[config.mk]
export PLATFORM = sky130hd
export DESIGN_NAME = warm_reset_seq
export DESIGN_NICKNAME = d
export VERILOG_FILES = /design/src/common/rst_seq_pkg.sv /design/src/rtl/warm_reset_seq.sv /design/src/rtl/pin_sync.sv
export SDC_FILE = /design/constraint.sdc
export NUM_CORES = 1
export LEC_CHECK = 0
export ABC_AREA = 1
export ABC_CLOCK_PERIOD_IN_PS = 2720
export BUFFER_PORTS_ARGS = -buffer_cell sky130_fd_sc_hd__buf_2
export CAP_MARGIN = 40
export CORE_AREA = 2 2 316 318
export DETAILED_ROUTE_END_ITERATION = 8
export DIE_AREA = 0 0 318 320
export GPL_ROUTABILITY_DRIVEN = 0
export PLACE_DENSITY = 0.54
export SLEW_MARGIN = 5
export SYNTH_ARGS = -nofsm -noshare
export SYNTH_HDL_FRONTEND = slang
export SYNTH_SLANG_ARGS = --single-unit
export TNS_END_PERCENT = 100
[constraint.sdc]
create_clock -name mclk_i -period 2.72 [get_ports mclk_i]
set_input_delay 0.272 -clock mclk_i [delete_from_list [all_inputs] [get_ports mclk_i]]
set_output_delay 0.272 -clock mclk_i [all_outputs]
set_load 0.02 [all_outputs]
[src/common/rst_seq_pkg.sv]
/*
 * Shared types and constants of the warm reset and upgrade power-down
 * sequencer. Assumes a single 100 MHz clock and synchronous reset.
 */
`default_nettype none
package rst_seq_pkg;

   // Synchroniser depth
   localparam int unsigned SYNC_STAGES = 2;

   // Cold reset vector of the second config control register
   localparam logic [7:0] CFG2_RESET = 8'h00;
   // Warm reset enable bit position in config_control_2
   localparam int unsigned WARM_EN_BIT = 1;
   // Reset vector of the cache status arrays
   localparam logic       CACHE_BIT_RESET = 1'h0;

   typedef enum logic [1:0] {
      ST_RUN       = 2'b00,
      ST_COLD      = 2'b01,
      ST_WARM      = 2'b10,
      ST_POWERDOWN = 2'b11
   } seq_state_e;

   // Software write to config_control_2
   typedef struct packed {
      logic       wr;
      logic [7:0] data;
   } cfg_write_s;

   // Status seen by the core
   typedef struct packed {
      logic       core_reset;
      logic       cold_wipe;
      logic       warm_wipe;
      logic       powerdown;
      logic       outputs_off;
      logic       hold_only;
   } seq_status_s;

endpackage
`default_nettype wire

[src/rtl/warm_reset_seq.sv]
/*
 * Warm reset and upgrade-present power-down sequencer of the processor.
 * Holds config_control_2 and the cache valid/dirty status bits and
 * decides between run, cold reset, warm reset and power-down.
 * Assumes cold reset arrives synchronous on reset_i; warm_reset_i and
 * upgrade_present_n_i are asynchronous board pins.
 */
`timescale 1ns/1ps
`default_nettype none
// Contract
// RULE1: Upgrade low floats outputs, enters power-down
// RULE2: Warm reset aborts work, enters reset state
// RULE3: Warm reset sampled only at clock edge
// RULE4: Warm reset keeps cache bits and config
// RULE5: Cold and warm together: cold wins
// RULE6: Warm reset ignored until enable bit set
// RULE7: Board gives warm pulse cold-reset timing
// RULE8: Board avoids resets during system management mode
// RULE9: In reset only bus hold request honoured; code acks hold in warm reset only, not during cold reset
// RULE10: Both pins pass two-stage synchroniser
module warm_reset_seq
#(
   parameter int unsigned LINES = 128,
   parameter int unsigned DWORDS = 4
)
(
   // Clock and reset
   input  wire logic                       mclk_i,
   input  wire logic                       reset_i,
   // Board pins
   input  wire logic                       warm_reset_i,
   input  wire logic                       upgrade_present_n_i,
   input  wire logic                       hold_req_i,
   // Core side outputs wanting to reach pins
   input  wire logic [31:0]                core_out_i,
   input  wire logic [31:0]                core_oe_i,
   // Software access to config_control_2
   input  wire rst_seq_pkg::cfg_write_s    cfg_wr_i,
   // Cache status updates from the core
   input  wire logic                       line_set_i,
   input  wire logic [$clog2(LINES)-1:0]   line_idx_i,
   input  wire logic [DWORDS-1:0]          dirty_set_i,
   // Pin drive
   output logic      [31:0]                pin_out_o,
   output logic      [31:0]                pin_oe_o,
   output logic                            hold_ack_o,
   // Status
   output logic [7:0]                      config_control_2_o,
   output rst_seq_pkg::seq_status_s        status_o,
   output rst_seq_pkg::seq_state_e         state_o,
   output logic [LINES-1:0]                line_valid_o,
   output logic [LINES*DWORDS-1:0]         line_dirty_o
);

   logic                     warm_sync;
   logic                     up_n_sync;
   logic [7:0]               config_control_2;
   logic                     warm_reset_enable_bit;
   logic                     warm_take;
   rst_seq_pkg::seq_state_e  state;
   rst_seq_pkg::seq_state_e  next_state;
   logic [DWORDS-1:0]        dirty [LINES];

   // Width of a line index, for matching it against the loop index
   localparam int unsigned IDX_W = $clog2(LINES);

   // Warm reset and upgrade pins cross into mclk_i before use; hold_req_i does not (see RULE10, see RULE3)
   pin_sync #(
      .WIDTH     (2),
      .RESET_VAL (2'h2)
   ) u_sync (
      .mclk_i    (mclk_i),
      .reset_i   (reset_i),
      .async_i   ({upgrade_present_n_i, warm_reset_i}),
      .sync_o    ({up_n_sync, warm_sync})
   );

   assign warm_reset_enable_bit =
      config_control_2[rst_seq_pkg::WARM_EN_BIT];

   // Warm reset honoured only once enabled (see RULE6)
   assign warm_take = warm_sync && warm_reset_enable_bit;

   // Decision of next state; cold has priority via reset_i (see RULE5)
   always_comb
   begin
      next_state = rst_seq_pkg::ST_RUN;
      case (state)
         rst_seq_pkg::ST_RUN,
         rst_seq_pkg::ST_COLD,
         rst_seq_pkg::ST_WARM,
         rst_seq_pkg::ST_POWERDOWN:
         begin
            if (!up_n_sync)
               next_state = rst_seq_pkg::ST_POWERDOWN; // see RULE1
            else if (warm_take)
               next_state = rst_seq_pkg::ST_WARM;      // see RULE2
            else
               next_state = rst_seq_pkg::ST_RUN;
         end
         default:
            next_state = rst_seq_pkg::ST_RUN;
      endcase
   end

   always_ff @(posedge mclk_i)
   begin
      if (reset_i)
         state <= rst_seq_pkg::ST_COLD; // see RULE5
      else
         state <= next_state;
   end

   // Config register: only cold reset clears it (see RULE4, see RULE6)
   always_ff @(posedge mclk_i)
   begin
      if (reset_i)
         config_control_2 <= rst_seq_pkg::CFG2_RESET;
      else if (cfg_wr_i.wr && state == rst_seq_pkg::ST_RUN)
         config_control_2 <= cfg_wr_i.data;
   end

   // Valid bits survive a warm reset (see RULE4)
   always_ff @(posedge mclk_i)
   begin
      if (reset_i)
         line_valid_o <= {LINES{rst_seq_pkg::CACHE_BIT_RESET}};
      else if (line_set_i && state == rst_seq_pkg::ST_RUN)
         line_valid_o[line_idx_i] <= 1'b1;
   end

   // Dirty bits survive a warm reset (see RULE4)
   genvar g;
   generate
      for (g = 0; g < LINES; g++)
      begin : g_dirty
         always_ff @(posedge mclk_i)
         begin
            if (reset_i)
               dirty[g] <= {DWORDS{rst_seq_pkg::CACHE_BIT_RESET}};
            else if (line_set_i && state == rst_seq_pkg::ST_RUN &&
                     line_idx_i == IDX_W'(g))
               dirty[g] <= dirty[g] | dirty_set_i;
         end
         assign line_dirty_o[g*DWORDS +: DWORDS] = dirty[g];
      end
   endgenerate

   // Pin drive: float in power-down, quiet in reset (see RULE1, see RULE2)
   always_ff @(posedge mclk_i)
   begin
      if (reset_i)
      begin
         pin_out_o <= 32'h0;
         pin_oe_o  <= 32'h0;
      end
      else if (next_state == rst_seq_pkg::ST_POWERDOWN)
      begin
         pin_out_o <= 32'h0;
         pin_oe_o  <= 32'h0;
      end
      else if (next_state == rst_seq_pkg::ST_WARM)
      begin
         pin_out_o <= 32'h0;
         pin_oe_o  <= 32'h0;
      end
      else
      begin
         pin_out_o <= core_out_i;
         pin_oe_o  <= core_oe_i;
      end
   end

   // In warm reset only hold request is answered; cold reset holds hold_ack_o low (see RULE9)
   always_ff @(posedge mclk_i)
   begin
      if (reset_i)
         hold_ack_o <= 1'b0;
      else if (next_state == rst_seq_pkg::ST_POWERDOWN)
         hold_ack_o <= 1'b0;
      else
         hold_ack_o <= hold_req_i;
   end

   assign state_o            = state;
   assign config_control_2_o = config_control_2;

   always_comb
   begin
      status_o             = '0;
      status_o.core_reset  = (state == rst_seq_pkg::ST_COLD) ||
                             (state == rst_seq_pkg::ST_WARM);
      status_o.cold_wipe   = (state == rst_seq_pkg::ST_COLD);
      status_o.warm_wipe   = 1'b0; // see RULE4
      status_o.powerdown   = (state == rst_seq_pkg::ST_POWERDOWN);
      status_o.outputs_off = (state == rst_seq_pkg::ST_POWERDOWN);
      status_o.hold_only   = status_o.core_reset; // see RULE9
   end

endmodule
`default_nettype wire

[src/rtl/pin_sync.sv]
/*
 * Two-stage synchroniser for asynchronous pin levels, one per bit.
 * Assumes the inputs come from outside the mclk_i domain.
 */
`timescale 1ns/1ps
`default_nettype none
module pin_sync
#(
   parameter int unsigned WIDTH      = 2,
   parameter logic [WIDTH-1:0] RESET_VAL = '0
)
(
   // Clock and reset
   input  wire logic             mclk_i,
   input  wire logic             reset_i,
   // Levels
   input  wire logic [WIDTH-1:0] async_i,
   output logic      [WIDTH-1:0] sync_o
);

   logic [WIDTH-1:0] meta;

   always_ff @(posedge mclk_i)
   begin
      if (reset_i)
      begin
         meta   <= RESET_VAL;
         sync_o <= RESET_VAL;
      end
      else
      begin
         meta   <= async_i;
         sync_o <= meta;
      end
   end

endmodule
`default_nettype wire

== After elaboration in Yosys (flattened, before gate mapping) ==
Memory sizes are Yosys's and may differ from the RTL's.
Cells that the tools add are included.

* Memories: 1
* Bits in writable memories: 512
* Flip-flop bits (word level): 207
* Logic and storage cells: 1057

* Mux-type cells: 519
* Equal/unequal tests: 132
* Magnitude comparators: 2
* Reduce and logical (&&, ||, !) cells: 138
* Bitwise logic cells: 257

{| class="wikitable"
|+ Memories
! memory !! depth !! width !! rd ports !! clocked after memory_dff !! wr ports !! line !! source
|-
| dirty || 128 || 4 || 128 || 0 || 128 || warm_reset_seq.sv:62 || <nowiki>logic [DWORDS-1:0] dirty [LINES];</nowiki>
|}

{| class="wikitable"
|+ Operator list
! kind !! count
|-
| $mux 4 || 128
|-
| $or 4x4->4 || 128
|-
| $eq 7x7->1 const B || 64
|-
| $mux 1 || 387
|-
| $eq 7x6->1 const B || 32
|-
| $logic_and 1x1->1 || 132
|-
| $or 1x1->1 || 128
|-
| $or 128x128->128 || 1
|-
| $eq 7x5->1 const B || 16
|-
| $eq 7x4->1 const B || 8
|-
| $eq 7x3->1 const B || 4
|-
| $eq 7x2->1 const B || 2
|-
| $eq 2x2->1 const B || 4
|-
| $lt 7x8->1 const B || 1
|-
| $demux 1 s7 || 1
|-
| $eq 7x1->1 const B || 1
|-
| $ge 7x1->1 const B || 1
|-
| $logic_not 7->1 || 1
|-
| $mux 2 || 3
|-
| $reduce_or 4->1 || 1
|-
| $reduce_or 3->1 || 1
|-
| $eq 2x1->1 const B || 1
|-
| $logic_not 2->1 || 1
|-
| $reduce_or 2->1 || 1
|-
| $logic_or 1x1->1 || 1
|}

== Longest topological paths before layout ==
* Word-level depth: 7
* Mapped depth: 8
* Gate-level depth less buffers: 8

== By module ==
A second synthesis with hierarchy kept.

* Cell total of the unflattened synthesis: 2821
* Area total of the unflattened synthesis: 27989.3 um^2

{| class="wikitable"
|+ By module, submodules not included
! module !! cells each !! area an instance (um^2) !! instances
|-
| warm_reset_seq || 2808 || 27875.5 || 1
|-
| pin_sync || 13 || 113.9 || 1
|}

== Worst setup path after synthesis ==
Ideal clock, no wire load.

* Kind: flip-flop to flip-flop
* From: register state[1] (netlist: state_o[1])
* To: memory dirty[114][0] (netlist: dirty[1][200]), enable pin
* Arrival time: 1.723 ns
* Required time: 2.359 ns
* Clock period less this slack: 2.084 ns
* Setup time: 0.361 ns
* Setup slack: 0.636 ns
* Path buffers: 1
* Stages on the path, launching flop included: 8
* Cell sequence: dfxtp_1 -> inv_1 -> ha_1 -> nand2_2 -> buf_4 -> nor2_1 -> inv_1 -> o21ai_0

{| class="wikitable"
|+ RTL lines
! element !! line !! source
|-
| start: declaration || warm_reset_seq.sv:60 || <nowiki>rst_seq_pkg::seq_state_e state;</nowiki>
|-
| start signal: assignment || warm_reset_seq.sv:109 || <nowiki>state <= rst_seq_pkg::ST_COLD;</nowiki>
|-
| start signal: assignment || warm_reset_seq.sv:111 || <nowiki>state <= next_state;</nowiki>
|-
| end: declaration || warm_reset_seq.sv:62 ||
|}

==> results.json <==
{
  "ir_drop_mv": 0.632,
  "die_w_um": 318,
  "setup_violations": 0,
  "design_area_um2": 37800,
  "post-route-period-util": 0.923,
  "critical_path_class": "flip-flop to flip-flop",
  "fin_crit_ps": 2510,
  "hpwl_mm": 94.0,
  "crit_fanout": 15,
  "cts_tree": "built",
  "clkTransAtPathRegs_ps": 60,
  "r2r_slack_ps": 210,
  "cp.required_ps": 2990,
  "final-max-slew-violation-count": 0,
  "viasPerCell": 4.67,
  "worstPathArrival_ps": 2780,
  "clkSinkCount": 719,
  "vias": 24009,
  "post_cts_buffers": 0,
  "p_leak_nw": 17.0,
  "cts_made_buffers": 82,
  "grt_pass1_wl_mm": 173,
  "syn_nets": 2926,
  "grt_pass1_vias": 23310,
  "status": "completed",
  "synth_edf_count": 512,
  "fin_setup_tns_ps": 0,
  "clock_latency_ps": 640,
  "ys_seq_area_frac": 0.694,
  "worst_setup_path_end_kind": "flip-flop",
  "grt.total_usage": 0.237,
  "nNetsFinal": 3877,
  "rsz0062_at_grt": "no",
  "first_pass_iters": 6,
  "die_area_um2": 102000,
  "max_freq_ghz": 0.398,
  "power.density_nw_per_um2": 673,
  "grt.overflow.total": 0,
  "wl_per_cell_um": 24.4,
  "syn-instance-count": 2833,
  "ios": 811,
  "drc": 0,
  "drt-total-wl_mm": 125,
  "slew_headroom": 0.367,
  "core_um2": 98000,
  "cts_resized": 0,
  "hold_class": "input port to flip-flop",
  "fin_skew_ps": 17.2,
  "drtIter0Drc": 2088,
  "num_rows": 115,
  "gr-max-usage-layer": "met2",
  "power_w": 0.0254,
  "dpl-instance-area_um2": 34400,
  "synth_area_um2": 28100,
  "setup_ws_ps": 209,
  "async_flop_share": 0,
  "ys_types": 27,
  "use_met1": 0.273,
  "cap_violations": 0,
  "area_delta_synth_final_pct": 34.3,
  "ys_ff_latch": 719,
  "ant_nets": 0,
  "startpoint_type": "flip-flop",
  "postCtsHoldBufs": 75,
  "cts_buffer_depth": 3,
  "cts-root-buf": "clkbuf_16",
  "drive_above_1_share": 0.284,
  "grt.met3_usage": 0.0597,
  "cts_max_level": 3,
  "die_h_um": 320,
  "worstMarginPinSlew_ps": 950,
  "yosysWarnings": 0,
  "grt_antenna_before_repair": 8,
  "grt_max_degree": 134,
  "start_util": 0.287,
  "grt_use_met2": 0.420,
  "hold_viol_final": 0,
  "avgSynthCellArea_um2": 9.93,
  "port_buffers": 809,
  "place_ws_ps": 170,
  "ys_dominant_reg_cell": "edfxtp_1"
}
area by class of cell:
class / count / area (µm²)
Sequential cell: 719 / 19500
Antenna cell: 3 / 7.51
Timing Repair Buffer: 1010 / 5980
Inverter: 223 / 845
Tap cell: 1287 / 1610
Clock inverter: 30 / 273
Clock buffer: 119 / 2340
Fill cell: 9950 / 60200
Multi-Input combinational cell: 1748 / 7210
logic make-up (layout without fill, tap and decap cells):
family          count (synthesis)  after routing  share of synthesized area
compound gates                204            204                     0.0363
other cells                     1              4                   0.000133
flops                         719            719                      0.694
buf+inv                       366           1382                     0.0520
simple gates                 1540           1540                      0.216
fa+ha+maj                       3              3                    0.00133
synth_stat cells (2+ instances only):
cell      instances  area, µm²
edfxtp_1        512      15400
inv_1           219        822
o21ai_0          74        370
clkbuf_1         93        349
inv_2             3       11.3
nor2_4            3       33.8
nor2_2           11       68.8
buf_4            11       82.6
nand3_1         166        831
nor2_1         1172       4400
buf_2            33        165
dfxtp_1         207       4140
nand2_1         177        664
o21ai_1           2       10.0
buf_1             5       18.8
nor3_2            3       30.0
a21oi_1         128        641
or2_2             2       12.5
nand2_2           2       12.5
ha_1              3       37.5
through the flow:
stage | hold WS (ps) | utilization | std cells
floorplan | 376 | - | 2833
finish | 135 | 0.386 | 5139
detailed placement | 437 | 0.351 | 4912
global placement | 433 | 0.351 | 4907
CTS | 70.3 | 0.386 | 5136
global route | 135 | 0.386 | 5136
sequential cells by signal, summed over array words and instances (netlist names), 2 cells and up:
| name | flops |
|---|---|
| pin_out_o | 32 |
| dirty | 512 |
| u_sync.sync_o | 2 |
| pin_oe_o | 32 |
| line_valid_o | 128 |
| config_control_2_o | 8 |
| state_o | 2 |
| u_sync.meta | 2 |
final timing paths:
kind / depth (start not counted) / from / to
max: 6 / state_o[1]$_SDFF_PP0_ / dirty[1][76]$_SDFFCE_PN0P_
min: 4 / line_idx_i[2] / line_valid_o[49]$_SDFFE_PP0P_
max reg2reg: 6 / state_o[1]$_SDFF_PP0_ / dirty[1][76]$_SDFFCE_PN0P_
min reg2reg: 2 / line_valid_o[65]$_SDFFE_PP0P_ / line_valid_o[65]$_SDFFE_PP0P_
metal layers:
metal,wire length (µm),up-vias,share of wire
met5,39,-,0.00031
met3,9380,193,0.075
met4,4890,6,0.039
met2,63100,987,0.50
li1,-,11087,-
met1,48000,11736,0.38
placed cells by master (no fill, tap or decap), drive strengths merged:
cell,n
nor2,1186
buf,935
edfxtp,512
inv,229
dfxtp,207
nand2,179
nand3,167
a21oi,128
clkbuf,119
o21ai,76
dlygate4sd3,75
clkinv,17
nor3,5
bufinv,4
diode,3
ha,3
clkinvlp,3
or2,2
nand4,1
conb,1
power by group:
part	total [W]	internal [W]	switching, W
combinational	0.00221	0.000616	0.00159
clock	0.0110	0.00637	0.00461
sequential	0.0122	0.0120	0.000196
critical path, stage by stage (launching register included):
cell,delay (ps)
dfxtp_1,310
inv_1,80
ha_1,270
nand2_2,300
nor3_4,270
inv_1,280
o21ai_0,620
Power figures use the tool's default switching activity.
